### src/inc/bpsc_pkg.sv
// constants and types for the battery protection state control
package bpsc_pkg;
  // clock rate, used to turn delay times into cycle counts
  localparam int CLK_FREQ_MHZ = 25;
  // width of every delay counter
  localparam int CNT_W = 28;

  // delay counter slots
  localparam int TMR_SHORT_DET = 0;
  localparam int TMR_CHG_DET   = 1;
  localparam int TMR_CHG_REL   = 2;
  localparam int TMR_DIS_REL   = 3;
  localparam int TMR_STB_DET   = 4;
  localparam int TMR_STB_REL   = 5;
  localparam int TMR_WD_TMO    = 6;
  localparam int TMR_WD_REL    = 7;
  localparam int NUM_TMR       = 8;

  // synchronised comparator and pin inputs
  localparam int SYN_SHORT   = 0;
  localparam int SYN_CHG_OC  = 1;
  localparam int SYN_STB     = 2;
  localparam int SYN_KICK    = 3;
  localparam int SYN_PM_DREL = 4;
  localparam int SYN_PM_CREL = 5;
  localparam int SYN_PM_CDET = 6;
  localparam int SYN_PM_SH2  = 7;
  localparam int SYN_CHGR_OK = 8;
  localparam int SYN_CELL_LO = 9;
  localparam int SYN_SYS_OFF = 10;
  localparam int NUM_SYN     = 11;

  // discharge / short release types
  localparam logic [1:0] REL_AUTO1 = 2'h0;
  localparam logic [1:0] REL_AUTO2 = 2'h1;
  localparam logic [1:0] REL_LATCH = 2'h2;

  // zero-volt charging option
  localparam logic ZV_PERMIT  = 1'h0;
  localparam logic ZV_INHIBIT = 1'h1;

  // watchdog release option
  localparam logic WD_REL_AUTO    = 1'h0;
  localparam logic WD_REL_PM_RISE = 1'h1;

  // protection states, one-hot
  typedef enum logic [5:0] {
    ST_NORMAL   = 6'h01,
    ST_SHORT    = 6'h02,
    ST_CHG_OC   = 6'h04,
    ST_STB_DET  = 6'h08,
    ST_STB      = 6'h10,
    ST_WD_RESET = 6'h20
  } bpsc_state_t;
endpackage

### src/bpsc_top.sv
// battery protection state control: short, charge overcurrent, standby, watchdog
`timescale 1ns/100ps
module bpsc_top #(
  parameter int SHORT_DETECT_DELAY_US       = 250,
  parameter int CHARGE_OVERCURRENT_DELAY_US = 8000,
  parameter int CHARGE_RELEASE_DELAY_US     = 2000,
  parameter int DISCHARGE_RELEASE_DELAY_US  = 2000,
  parameter int STANDBY_DETECT_DELAY_US     = 1000,
  parameter int STANDBY_RELEASE_DELAY_US    = 2000,
  parameter int WATCHDOG_TIMEOUT_US         = 1000000,
  parameter int WATCHDOG_RELEASE_DELAY_US   = 100000
) (
  input  wire logic       ref_clk,
  input  wire logic       reset_n,
  input  wire logic       sense_short_cmp,
  input  wire logic       sense_charge_oc_cmp,
  input  wire logic       standby_request_pin,
  input  wire logic       watchdog_kick_pin,
  input  wire logic       pm_below_discharge_rel,
  input  wire logic       pm_above_charge_rel,
  input  wire logic       pm_above_charger_det,
  input  wire logic       pm_above_short2,
  input  wire logic       charger_voltage_ok,
  input  wire logic       cell_at_inhibit_level,
  input  wire logic       system_power_lost,
  input  wire logic [1:0] discharge_release_type,
  input  wire logic       zero_volt_mode,
  input  wire logic       watchdog_release_mode,
  output logic            charge_gate_out,
  output logic            discharge_gate_out,
  output logic            pm_pullup_en,
  output logic            pm_pulldown_en,
  output logic            pm_pulldown_high_r,
  output logic            short_active,
  output logic            charge_oc_active,
  output logic            standby_detected,
  output logic            standby_active,
  output logic            forced_reset_active
);
  // delay counts in cycles, never below one
  function automatic logic [bpsc_pkg::CNT_W-1:0] us_to_cyc(input int us);
    int c;
    c = us * bpsc_pkg::CLK_FREQ_MHZ;
    if (c < 1)
      c = 1;
    return c[bpsc_pkg::CNT_W-1:0];
  endfunction

  localparam logic [bpsc_pkg::CNT_W-1:0] LIMITS [bpsc_pkg::NUM_TMR] = '{
    us_to_cyc(SHORT_DETECT_DELAY_US),
    us_to_cyc(CHARGE_OVERCURRENT_DELAY_US),
    us_to_cyc(CHARGE_RELEASE_DELAY_US),
    us_to_cyc(DISCHARGE_RELEASE_DELAY_US),
    us_to_cyc(STANDBY_DETECT_DELAY_US),
    us_to_cyc(STANDBY_RELEASE_DELAY_US),
    us_to_cyc(WATCHDOG_TIMEOUT_US),
    us_to_cyc(WATCHDOG_RELEASE_DELAY_US)
  };

  logic [bpsc_pkg::NUM_SYN-1:0] async_in;
  logic [bpsc_pkg::NUM_SYN-1:0] sync1_q;
  logic [bpsc_pkg::NUM_SYN-1:0] sync2_q;
  logic                         kick_prev_q;
  logic                         kick_edge;
  logic                         cfg_taken_q;
  logic [1:0]                   rel_type_q;
  logic                         zv_mode_q;
  logic                         wd_mode_q;
  logic                         short2_seen_q;
  logic [bpsc_pkg::NUM_TMR-1:0] tmr_cond;
  logic [bpsc_pkg::NUM_TMR-1:0] tmr_done;
  logic                         wd_active;
  logic                         charge_allowed;
  logic                         rel_latch;
  bpsc_pkg::bpsc_state_t        state_q;
  bpsc_pkg::bpsc_state_t        state_d;

  // gather asynchronous comparator and pin inputs
  assign async_in[bpsc_pkg::SYN_SHORT]   = sense_short_cmp;
  assign async_in[bpsc_pkg::SYN_CHG_OC]  = sense_charge_oc_cmp;
  assign async_in[bpsc_pkg::SYN_STB]     = standby_request_pin;
  assign async_in[bpsc_pkg::SYN_KICK]    = watchdog_kick_pin;
  assign async_in[bpsc_pkg::SYN_PM_DREL] = pm_below_discharge_rel;
  assign async_in[bpsc_pkg::SYN_PM_CREL] = pm_above_charge_rel;
  assign async_in[bpsc_pkg::SYN_PM_CDET] = pm_above_charger_det;
  assign async_in[bpsc_pkg::SYN_PM_SH2]  = pm_above_short2;
  assign async_in[bpsc_pkg::SYN_CHGR_OK] = charger_voltage_ok;
  assign async_in[bpsc_pkg::SYN_CELL_LO] = cell_at_inhibit_level;
  assign async_in[bpsc_pkg::SYN_SYS_OFF] = system_power_lost;

  // two-stage synchroniser, the first stage feeds only the second
  always_ff @(posedge ref_clk)
  begin
    if (!reset_n)
    begin
      sync1_q <= '0;
      sync2_q <= '0;
    end
    else
    begin
      sync1_q <= async_in;
      sync2_q <= sync1_q;
    end
  end

  // kick edge detector on the synchronised level, either direction
  always_ff @(posedge ref_clk)
  begin
    if (!reset_n)
      kick_prev_q <= 1'b0;
    else
      kick_prev_q <= sync2_q[bpsc_pkg::SYN_KICK];
  end

  assign kick_edge = sync2_q[bpsc_pkg::SYN_KICK] ^ kick_prev_q;

  // option straps caught once after reset release, then frozen
  always_ff @(posedge ref_clk)
  begin
    if (!reset_n)
    begin
      cfg_taken_q <= 1'b0;
      rel_type_q  <= bpsc_pkg::REL_AUTO1;
      zv_mode_q   <= bpsc_pkg::ZV_PERMIT;
      wd_mode_q   <= bpsc_pkg::WD_REL_AUTO;
    end
    else if (!cfg_taken_q)
    begin
      cfg_taken_q <= 1'b1;
      rel_type_q  <= discharge_release_type;
      zv_mode_q   <= zero_volt_mode;
      wd_mode_q   <= watchdog_release_mode;
    end
  end

  // types other than the two auto types behave as latch
  assign rel_latch = (rel_type_q != bpsc_pkg::REL_AUTO1) &&
                     (rel_type_q != bpsc_pkg::REL_AUTO2);

  // watchdog supervises the host only in the normal, short and charge overcurrent states
  assign wd_active = cfg_taken_q &&
                     ((state_q == bpsc_pkg::ST_NORMAL) ||
                      (state_q == bpsc_pkg::ST_SHORT) ||
                      (state_q == bpsc_pkg::ST_CHG_OC));

  // qualifying conditions; a drop restarts the matching counter
  always_comb
  begin
    tmr_cond = '0;
    tmr_cond[bpsc_pkg::TMR_SHORT_DET] = cfg_taken_q &&
      (state_q == bpsc_pkg::ST_NORMAL) &&
      sync2_q[bpsc_pkg::SYN_SHORT];
    tmr_cond[bpsc_pkg::TMR_CHG_DET] = cfg_taken_q &&
      (state_q == bpsc_pkg::ST_NORMAL) &&
      sync2_q[bpsc_pkg::SYN_CHG_OC];
    tmr_cond[bpsc_pkg::TMR_CHG_REL] =
      (state_q == bpsc_pkg::ST_CHG_OC) &&
      sync2_q[bpsc_pkg::SYN_PM_CREL];
    tmr_cond[bpsc_pkg::TMR_DIS_REL] =
      (state_q == bpsc_pkg::ST_SHORT) &&
      sync2_q[bpsc_pkg::SYN_PM_DREL];
    tmr_cond[bpsc_pkg::TMR_STB_DET] = wd_active &&
      sync2_q[bpsc_pkg::SYN_STB];
    tmr_cond[bpsc_pkg::TMR_STB_REL] =
      (state_q == bpsc_pkg::ST_STB) && short2_seen_q &&
      !sync2_q[bpsc_pkg::SYN_PM_CDET];
    tmr_cond[bpsc_pkg::TMR_WD_TMO] = wd_active && !kick_edge;
    tmr_cond[bpsc_pkg::TMR_WD_REL] =
      (state_q == bpsc_pkg::ST_WD_RESET) &&
      ((wd_mode_q == bpsc_pkg::WD_REL_AUTO) ||
       (sync2_q[bpsc_pkg::SYN_SYS_OFF] &&
        sync2_q[bpsc_pkg::SYN_PM_SH2]));
  end

  // one restartable delay counter per qualified condition
  genvar g;
  generate
    for (g = 0; g < bpsc_pkg::NUM_TMR; g++)
    begin : g_tmr
      bpsc_delay #(
        .LIMIT (LIMITS[g])
      ) u_delay (
        .ref_clk (ref_clk),
        .reset_n (reset_n),
        .cond    (tmr_cond[g]),
        .done    (tmr_done[g])
      );
    end
  endgenerate

  // pack-minus must exceed the short2 level once while in forced standby
  always_ff @(posedge ref_clk)
  begin
    if (!reset_n)
      short2_seen_q <= 1'b0;
    else if (state_q != bpsc_pkg::ST_STB)
      short2_seen_q <= 1'b0;
    else if (sync2_q[bpsc_pkg::SYN_PM_SH2])
      short2_seen_q <= 1'b1;
  end

  // next protection state; watchdog first, then standby, short, charge
  always_comb
  begin
    state_d = state_q;
    case (state_q)
      bpsc_pkg::ST_NORMAL:
      begin
        if (tmr_done[bpsc_pkg::TMR_WD_TMO])
          state_d = bpsc_pkg::ST_WD_RESET;
        else if (tmr_done[bpsc_pkg::TMR_STB_DET])
          state_d = bpsc_pkg::ST_STB_DET;
        else if (tmr_done[bpsc_pkg::TMR_SHORT_DET])
          state_d = bpsc_pkg::ST_SHORT;
        else if (tmr_done[bpsc_pkg::TMR_CHG_DET])
          state_d = bpsc_pkg::ST_CHG_OC;
      end
      bpsc_pkg::ST_SHORT:
      begin
        if (tmr_done[bpsc_pkg::TMR_WD_TMO])
          state_d = bpsc_pkg::ST_WD_RESET;
        else if (tmr_done[bpsc_pkg::TMR_STB_DET])
          state_d = bpsc_pkg::ST_STB_DET;
        else if (tmr_done[bpsc_pkg::TMR_DIS_REL])
          state_d = bpsc_pkg::ST_NORMAL;
      end
      bpsc_pkg::ST_CHG_OC:
      begin
        if (tmr_done[bpsc_pkg::TMR_WD_TMO])
          state_d = bpsc_pkg::ST_WD_RESET;
        else if (tmr_done[bpsc_pkg::TMR_STB_DET])
          state_d = bpsc_pkg::ST_STB_DET;
        else if (tmr_done[bpsc_pkg::TMR_CHG_REL])
          state_d = bpsc_pkg::ST_NORMAL;
      end
      bpsc_pkg::ST_STB_DET:
      begin
        if (sync2_q[bpsc_pkg::SYN_PM_CDET])
          state_d = bpsc_pkg::ST_STB;
      end
      bpsc_pkg::ST_STB:
      begin
        if (tmr_done[bpsc_pkg::TMR_STB_REL])
          state_d = bpsc_pkg::ST_NORMAL;
      end
      bpsc_pkg::ST_WD_RESET:
      begin
        if (tmr_done[bpsc_pkg::TMR_WD_REL])
          state_d = bpsc_pkg::ST_NORMAL;
      end
      default:
        state_d = bpsc_pkg::ST_NORMAL;
    endcase
  end

  // state register
  always_ff @(posedge ref_clk)
  begin
    if (!reset_n)
      state_q <= bpsc_pkg::ST_NORMAL;
    else
      state_q <= state_d;
  end

  // zero-volt charging gate term
  always_comb
  begin
    if (zv_mode_q == bpsc_pkg::ZV_INHIBIT)
      charge_allowed = !sync2_q[bpsc_pkg::SYN_CELL_LO];
    else
      charge_allowed = !sync2_q[bpsc_pkg::SYN_CELL_LO] ||
                       sync2_q[bpsc_pkg::SYN_CHGR_OK];
  end

  // registered gate drivers and pack-minus pull controls
  always_ff @(posedge ref_clk)
  begin
    if (!reset_n)
    begin
      charge_gate_out    <= 1'b0;
      discharge_gate_out <= 1'b0;
      pm_pullup_en       <= 1'b0;
      pm_pulldown_en     <= 1'b0;
      pm_pulldown_high_r <= 1'b0;
    end
    else
    begin
      charge_gate_out    <= charge_allowed &&
                            ((state_q == bpsc_pkg::ST_NORMAL) ||
                             (state_q == bpsc_pkg::ST_SHORT));
      discharge_gate_out <= (state_q == bpsc_pkg::ST_NORMAL) ||
                            (state_q == bpsc_pkg::ST_CHG_OC);
      pm_pullup_en       <= (state_q == bpsc_pkg::ST_CHG_OC) ||
                            (state_q == bpsc_pkg::ST_STB_DET) ||
                            (state_q == bpsc_pkg::ST_STB) ||
                            ((state_q == bpsc_pkg::ST_SHORT) &&
                             rel_latch);
      pm_pulldown_en     <= (state_q == bpsc_pkg::ST_SHORT) &&
                            !rel_latch;
      pm_pulldown_high_r <= (state_q == bpsc_pkg::ST_SHORT) &&
                            (rel_type_q == bpsc_pkg::REL_AUTO2);
    end
  end

  // state indications straight from the state register
  assign short_active        = (state_q == bpsc_pkg::ST_SHORT);
  assign charge_oc_active    = (state_q == bpsc_pkg::ST_CHG_OC);
  assign standby_detected    = (state_q == bpsc_pkg::ST_STB_DET);
  assign standby_active      = (state_q == bpsc_pkg::ST_STB);
  assign forced_reset_active = (state_q == bpsc_pkg::ST_WD_RESET);
endmodule

### src/bpsc_delay.sv
// qualification delay counter that restarts when its condition drops
`timescale 1ns/100ps
module bpsc_delay #(
  parameter logic [bpsc_pkg::CNT_W-1:0] LIMIT = 28'h0000001
) (
  input  wire logic ref_clk,
  input  wire logic reset_n,
  input  wire logic cond,
  output logic      done
);
  logic [bpsc_pkg::CNT_W-1:0] cnt_q;
  logic [bpsc_pkg::CNT_W-1:0] cnt_d;

  // count held cycles, saturate at the limit, clear when cond drops
  always_comb
  begin
    cnt_d = cnt_q;
    if (!cond)
      cnt_d = '0;
    else if (cnt_q != LIMIT)
      cnt_d = cnt_q + 1'b1;
  end

  // counter register
  always_ff @(posedge ref_clk)
  begin
    if (!reset_n)
      cnt_q <= '0;
    else
      cnt_q <= cnt_d;
  end

  // expired once the condition has held for the full limit
  assign done = cond && (cnt_q == LIMIT);
endmodule

### config.mk
export PLATFORM = sky130hd
export DESIGN_NAME = bpsc_top
export DESIGN_NICKNAME = d
export VERILOG_FILES = /design/src/inc/bpsc_pkg.sv /design/src/bpsc_top.sv /design/src/bpsc_delay.sv
export SDC_FILE = /design/constraint.sdc
export NUM_CORES = 1
export LEC_CHECK = 0
export BUFFER_PORTS_ARGS = -buffer_cell sky130_fd_sc_hd__buf_4
export CAP_MARGIN = 0
export CORE_UTILIZATION = 40
export DETAILED_ROUTE_END_ITERATION = 8
export MAX_ROUTING_LAYER = met4
export PLACE_DENSITY = 0.62
export SYNTH_ARGS = -nofsm -noshare
export SYNTH_HDL_FRONTEND = slang
export SYNTH_SLANG_ARGS = --single-unit
### constraint.sdc
create_clock -name ref_clk -period 2.4 [get_ports ref_clk]
set_clock_uncertainty 0.1 [all_clocks]
set_input_delay 0.12 -clock ref_clk [delete_from_list [all_inputs] [get_ports ref_clk]]
set_output_delay 0.12 -clock ref_clk [all_outputs]
set_load 0.05 [all_outputs]
After elaboration in Yosys (flattened, before gate mapping)
Cells that the tools add are included.
Word-level totals
  input port bits: 17
  output and inout bits: 10
  logic and storage cells: 128
  register bits: 264
Cells by class
  $add $sub $neg: 8
  multiplexer cells: 16
  reductions and logical operators: 48
  bitwise operators: 3
  equal/unequal tests: 31
Operator list (count)
  $add 28x1->28 const B: 8
  $eq 28x16->1 const B: 3
  $ne 28x16->1 const B: 3
  $mux 6: 13
  $pmux 6 s6: 1
  $eq 28x13->1 const B: 1
  $eq 28x15->1 const B: 1
  $eq 28x18->1 const B: 1
  $eq 28x22->1 const B: 1
  $eq 28x25->1 const B: 1
  $ne 28x13->1 const B: 1
  $ne 28x15->1 const B: 1
  $ne 28x18->1 const B: 1
  $ne 28x22->1 const B: 1
  $ne 28x25->1 const B: 1
  $logic_and 1x1->1: 25
  $reduce_and 2->1: 8
  $logic_or 1x1->1: 8
  $ne 2x1->1 const B: 4
  $ne 4x1->1 const B: 2
  $eq 6x1->1 const B: 1
  $eq 6x2->1 const B: 1
  $eq 6x3->1 const B: 1
  $eq 6x4->1 const B: 1
  12 further kinds: 17

Longest topological paths before layout
  depth after elaboration: 9
  mapped depth: 9
  mapped depth without buffers: 8

Hierarchy
A second synthesis with hierarchy kept.
Second synthesis, totals
  cells, all modules: 1473
  area total of the unflattened synthesis: 12836.1 µm²
By module, submodules not included
  bpsc_delay at g_tmr[2].u_delay ...: instances 3, area each 1403.8 µm², cells each 170, sequential area each 560.5 µm²
  bpsc_top: instances 1, area each 1493.9 µm², cells each 142, sequential area each 800.8 µm²
  bpsc_delay at g_tmr[6].u_delay: instances 1, area each 1452.6 µm², cells each 169, sequential area each 560.5 µm²
  bpsc_delay at g_tmr[1].u_delay: instances 1, area each 1432.6 µm², cells each 171, sequential area each 560.5 µm²
  bpsc_delay at g_tmr[4].u_delay: instances 1, area each 1431.4 µm², cells each 162, sequential area each 560.5 µm²
  bpsc_delay at g_tmr[7].u_delay: instances 1, area each 1428.9 µm², cells each 161, sequential area each 560.5 µm²
  bpsc_delay at g_tmr[0].u_delay: instances 1, area each 1385.1 µm², cells each 158, sequential area each 560.5 µm²

Worst setup path after synthesis
Ideal clock, no wire load.
  path kind: register to register
  start point: register state_q[1]
  end point: register g_tmr[7].u_delay.cnt_q[0] in the netlist's numbering
  stages on the path, launching flop included: 7
  slack: -265 ps
  data arrival time: 2499 ps
  required time: 2235 ps
  period minus slack after synthesis: 2665 ps
  cells stage by stage: dfxtp_1 > clkbuf_1 > or4_4 > nor3b_2 > nand3b_1 > clkbuf_1 > nor2_1
On the way
  word-level cells in the longest chain between the ends: 3
Ends and longest elaborated chain
  start, declared: RTL line bpsc_top.sv:75  | bpsc_pkg::bpsc_state_t state_q;
  start signal, assigned: RTL line bpsc_top.sv:260  | state_q <= bpsc_pkg::ST_NORMAL;
  start signal, assigned: RTL line bpsc_top.sv:262  | state_q <= state_d;
  $eq 6x6->1
  net forced_reset_active: RTL line bpsc_top.sv:38  | output logic forced_reset_active
  $logic_and 1x1->1: RTL line bpsc_top.sv:169  | (state_q == bpsc_pkg::ST_WD_RESET) &&
  $reduce_and 2->1 (no line)
  end signal, assigned: RTL line bpsc_delay.sv:30  | cnt_q <= cnt_d;
  end, declared: RTL line bpsc_delay.sv:11  | logic [bpsc_pkg::CNT_W-1:0] cnt_q;
The timed path passes the listed nets, and every way through them passes these cells.
A chain may end at the register's enable or synchronous reset.

Final worst setup path
  start point: register state_q[5]
  end point: output port charge_oc_active
On the way
  word-level cells in the longest chain between the ends: 1
Ends and longest elaborated chain
  $eq 6x3->1: RTL line bpsc_top.sv:307  | assign charge_oc_active = (state_q == bpsc_pkg::ST_CHG_OC);
  end, declared: RTL line bpsc_top.sv:35  | output logic charge_oc_active,
Every way passes these cells.

==> metrics.cfg <==
[hold_path]
hp-start = sync1_q[3]
hold_depth = 1
holdPathEnd = sync2_q[3]
hold_path.class = reg -> reg

[synth]
synth.largest_area_cell = dfxtp_1
synth_seq_cells = 264
syn_area_um2 = 11800
synth_edf_count = 0
synth_most_common_cell = dfxtp_1
synthFlopType = dfxtp_1
synth_area_leaders = dfxtp_1, xor2_1, nor2_1
syn-num-nets = 1370
synth_cell_types = 67
ys_warn_count = 0
seq_area_frac_synth_pct = 44.9
avgSynthCellArea_um2 = 8.80
synthTopCellsByCount = dfxtp_1, nor2_1, xor2_1
async_reset_ff_share_pct = 0
synth_top_area_share_pct = 44.9
synthCells = 1337

[routing]
dr.pass1.iters = 5
ant_nets = 0
drtIter0Drc = 501
vias_per_cell = 5.02
drc = 0
wl_per_cell_um = 12.7
routed_wl_um = 23100
vias = 9149

[sta]
rsz0062_at_grt = no
slew_violations = 0
hold_viol = 0
post-route-period-util_pct = 93.9
fmax_ghz = 0.444
fin_hold_ws_ns = 0.338
period_minus_slack_ns = 2.25
setup_viol = 0
max_slew.worst_pin.slew_ns = 0.581
setup_tns_ns = 0
slew_headroom_pct = 61.0

[power]
irDropWorstVdd_uv = 382
power_leakage_nw = 4.62
power_density_nw_per_um2 = 635

[grt]
grt_use_met2_pct = 26.1
grt_pass1_wl_um = 40200
grt_max_degree = 48
use_met3_pct = 2.19
grt_pass1_vias = 8758
antenna_found_initial = 0
grt-ovfl-total = 0
use_met1_pct = 20.7
grt_use_total_pct = 15.9
grt_busiest_layer = met2

[die]
die_w_um = 173
core_area_um2 = 28800
die_h_um = 173
start_util_pct = 40.9
num_rows = 62
num_io_pins = 27
dieArea_um2 = 30100

[critical_path]
rr_startpoint = g_tmr[1].u_delay.cnt_q[12]
required_ns = 2.18
worstPathArrival_ns = 2.03
ff2ff_path_depth = 6
worstSetupPathType = reg -> out
crit_fanout = 6
timing.rr.end = state_q[0]
worstSetupStartpointType = register
end_kind = output port
reg2reg_slack_ns = 0.19

[layout]
drive_above_1_share_pct = 9.59
antennaDiodeCount = 0
fillCellCount = 2775
area_growth_pct = 17.1
fin_cells = 1823
nets = 1453

[clock_tree]
postCtsSetupBuffers = 0
cts_sinks = 264
clk_path_buf_depth = 3
htree_num_levels = 1
cts_made_buffers = 28
clkLatencyLatePin_ns = 0.53
clockRootBuffer = clkbuf_16
cts_tree = yes
clkTransAtPathRegs_ns = 0.06

[run_status]
status = finished, final reports clean

[place]
hpwl_um = 15600
dp.cells = 1744
io_buffers = 26
routabilityCongestion = 0.828

[flow_run]
cap_violations = 0

-- registers in the layout (all words and copies together), names as in the netlist, 2 cells and up --
register	count
g_tmr.u_delay.cnt_q	224
rel_type_q	2
state_q	6
sync1_q	11
sync2_q	11
-- worst max-delay path, cell delays in order (launching register included) --
cell	delay [ns]
dfxtp_1	0.35
nor3_1	0.52
and3_1	0.39
buf_4	0.25
-- cell families after synthesis --
group,Yosys count,share of synthesized area [%]
compound gates,95,4.78
xor+xnor,181,13.5
fa+ha+maj,16,1.70
buf+inv,73,2.55
flops,264,44.9
mux,11,0.958
simple gates,697,31.6
-- where the power goes --
part	leakage (nW)	internal [W]	switching, W
clock	0.449	0.00250	0.00168
sequential	2.13	0.00441	0.0000119
combinational	2.04	0.0000810	0.0000677
-- worst max-delay path by stage --
stage                              start                         end  depth (start not counted)
6_report                      state_q[5]            charge_oc_active                          3
5_1_grt                       state_q[5]            charge_oc_active                          3
4_1_cts                       state_q[5]            charge_oc_active                          3
3_5_place_dp   g_tmr[5].u_delay.cnt_q[0]  g_tmr[5].u_delay.cnt_q[22]                          7
3_3_place_gp   g_tmr[5].u_delay.cnt_q[0]  g_tmr[5].u_delay.cnt_q[22]                          7
2_1_floorplan                 state_q[0]   g_tmr[7].u_delay.cnt_q[0]                          6
-- repair_timing --
item,CTS,global route
hold buffers,30,0
endpoints found under the hold margin,30,0
endpoints found under the setup margin,0,7
resized for setup,0,6
-- per-stage QoR --
stage | power, W | instance area, um2 | setup WS [ns] | utilization (%)
floorplan | 0.00458 | 11800 | 0.000985 | -
global placement | 0.00463 | 12500 | 0.156 | 43.6
detailed placement | 0.00463 | 12500 | 0.114 | 43.6
CTS | 0.00887 | 13700 | 0.0985 | 47.7
global route | 0.00908 | 13800 | 0.00874 | 47.8
finish | 0.00875 | 13800 | 0.147 | 47.8
-- cell type report --
class	count	area, um2	share of cell area (%)
Clock buffer	46	890	6.46
Inverter	37	139	1.01
Timing Repair Buffer	89	743	5.40
Tap cell	384	480	3.49
Sequential cell	264	5290	38.4
Multi-Input combinational cell	1000	6210	45.1
Clock inverter	3	15.0	0.109
-- placed cells by master (no fill, tap or decap), types with 5 or more instances in the layout --
cell type	n
dfxtp_1	263
nor2_1	231
xor2_1	120
nand3_1	86
nand2_1	79
xnor2_1	61
nand4_1	59
buf_4	59
a21oi_1	38
inv_1	36
and3_1	36
o21ai_0	32
and2_1	32
nor3_1	30
or3_1	30
dlygate4sd3_1	30
clkbuf_16	29
nor4b_1	18
nor4_1	15
ha_1	15
and4_1	14
nor2b_1	13
clkbuf_8	10
mux2i_1	9
clkbuf_1	7
or2_2	5
or4_1	5
-- per-layer routing --
layer / routed length, um / vias up
met1: 11500 / 4255
li1: - / 4772
met5: 0 / -
met2: 10500 / 91
met3: 722 / 31
met4: 359 / 0
Power figures use the tool's default switching activity.
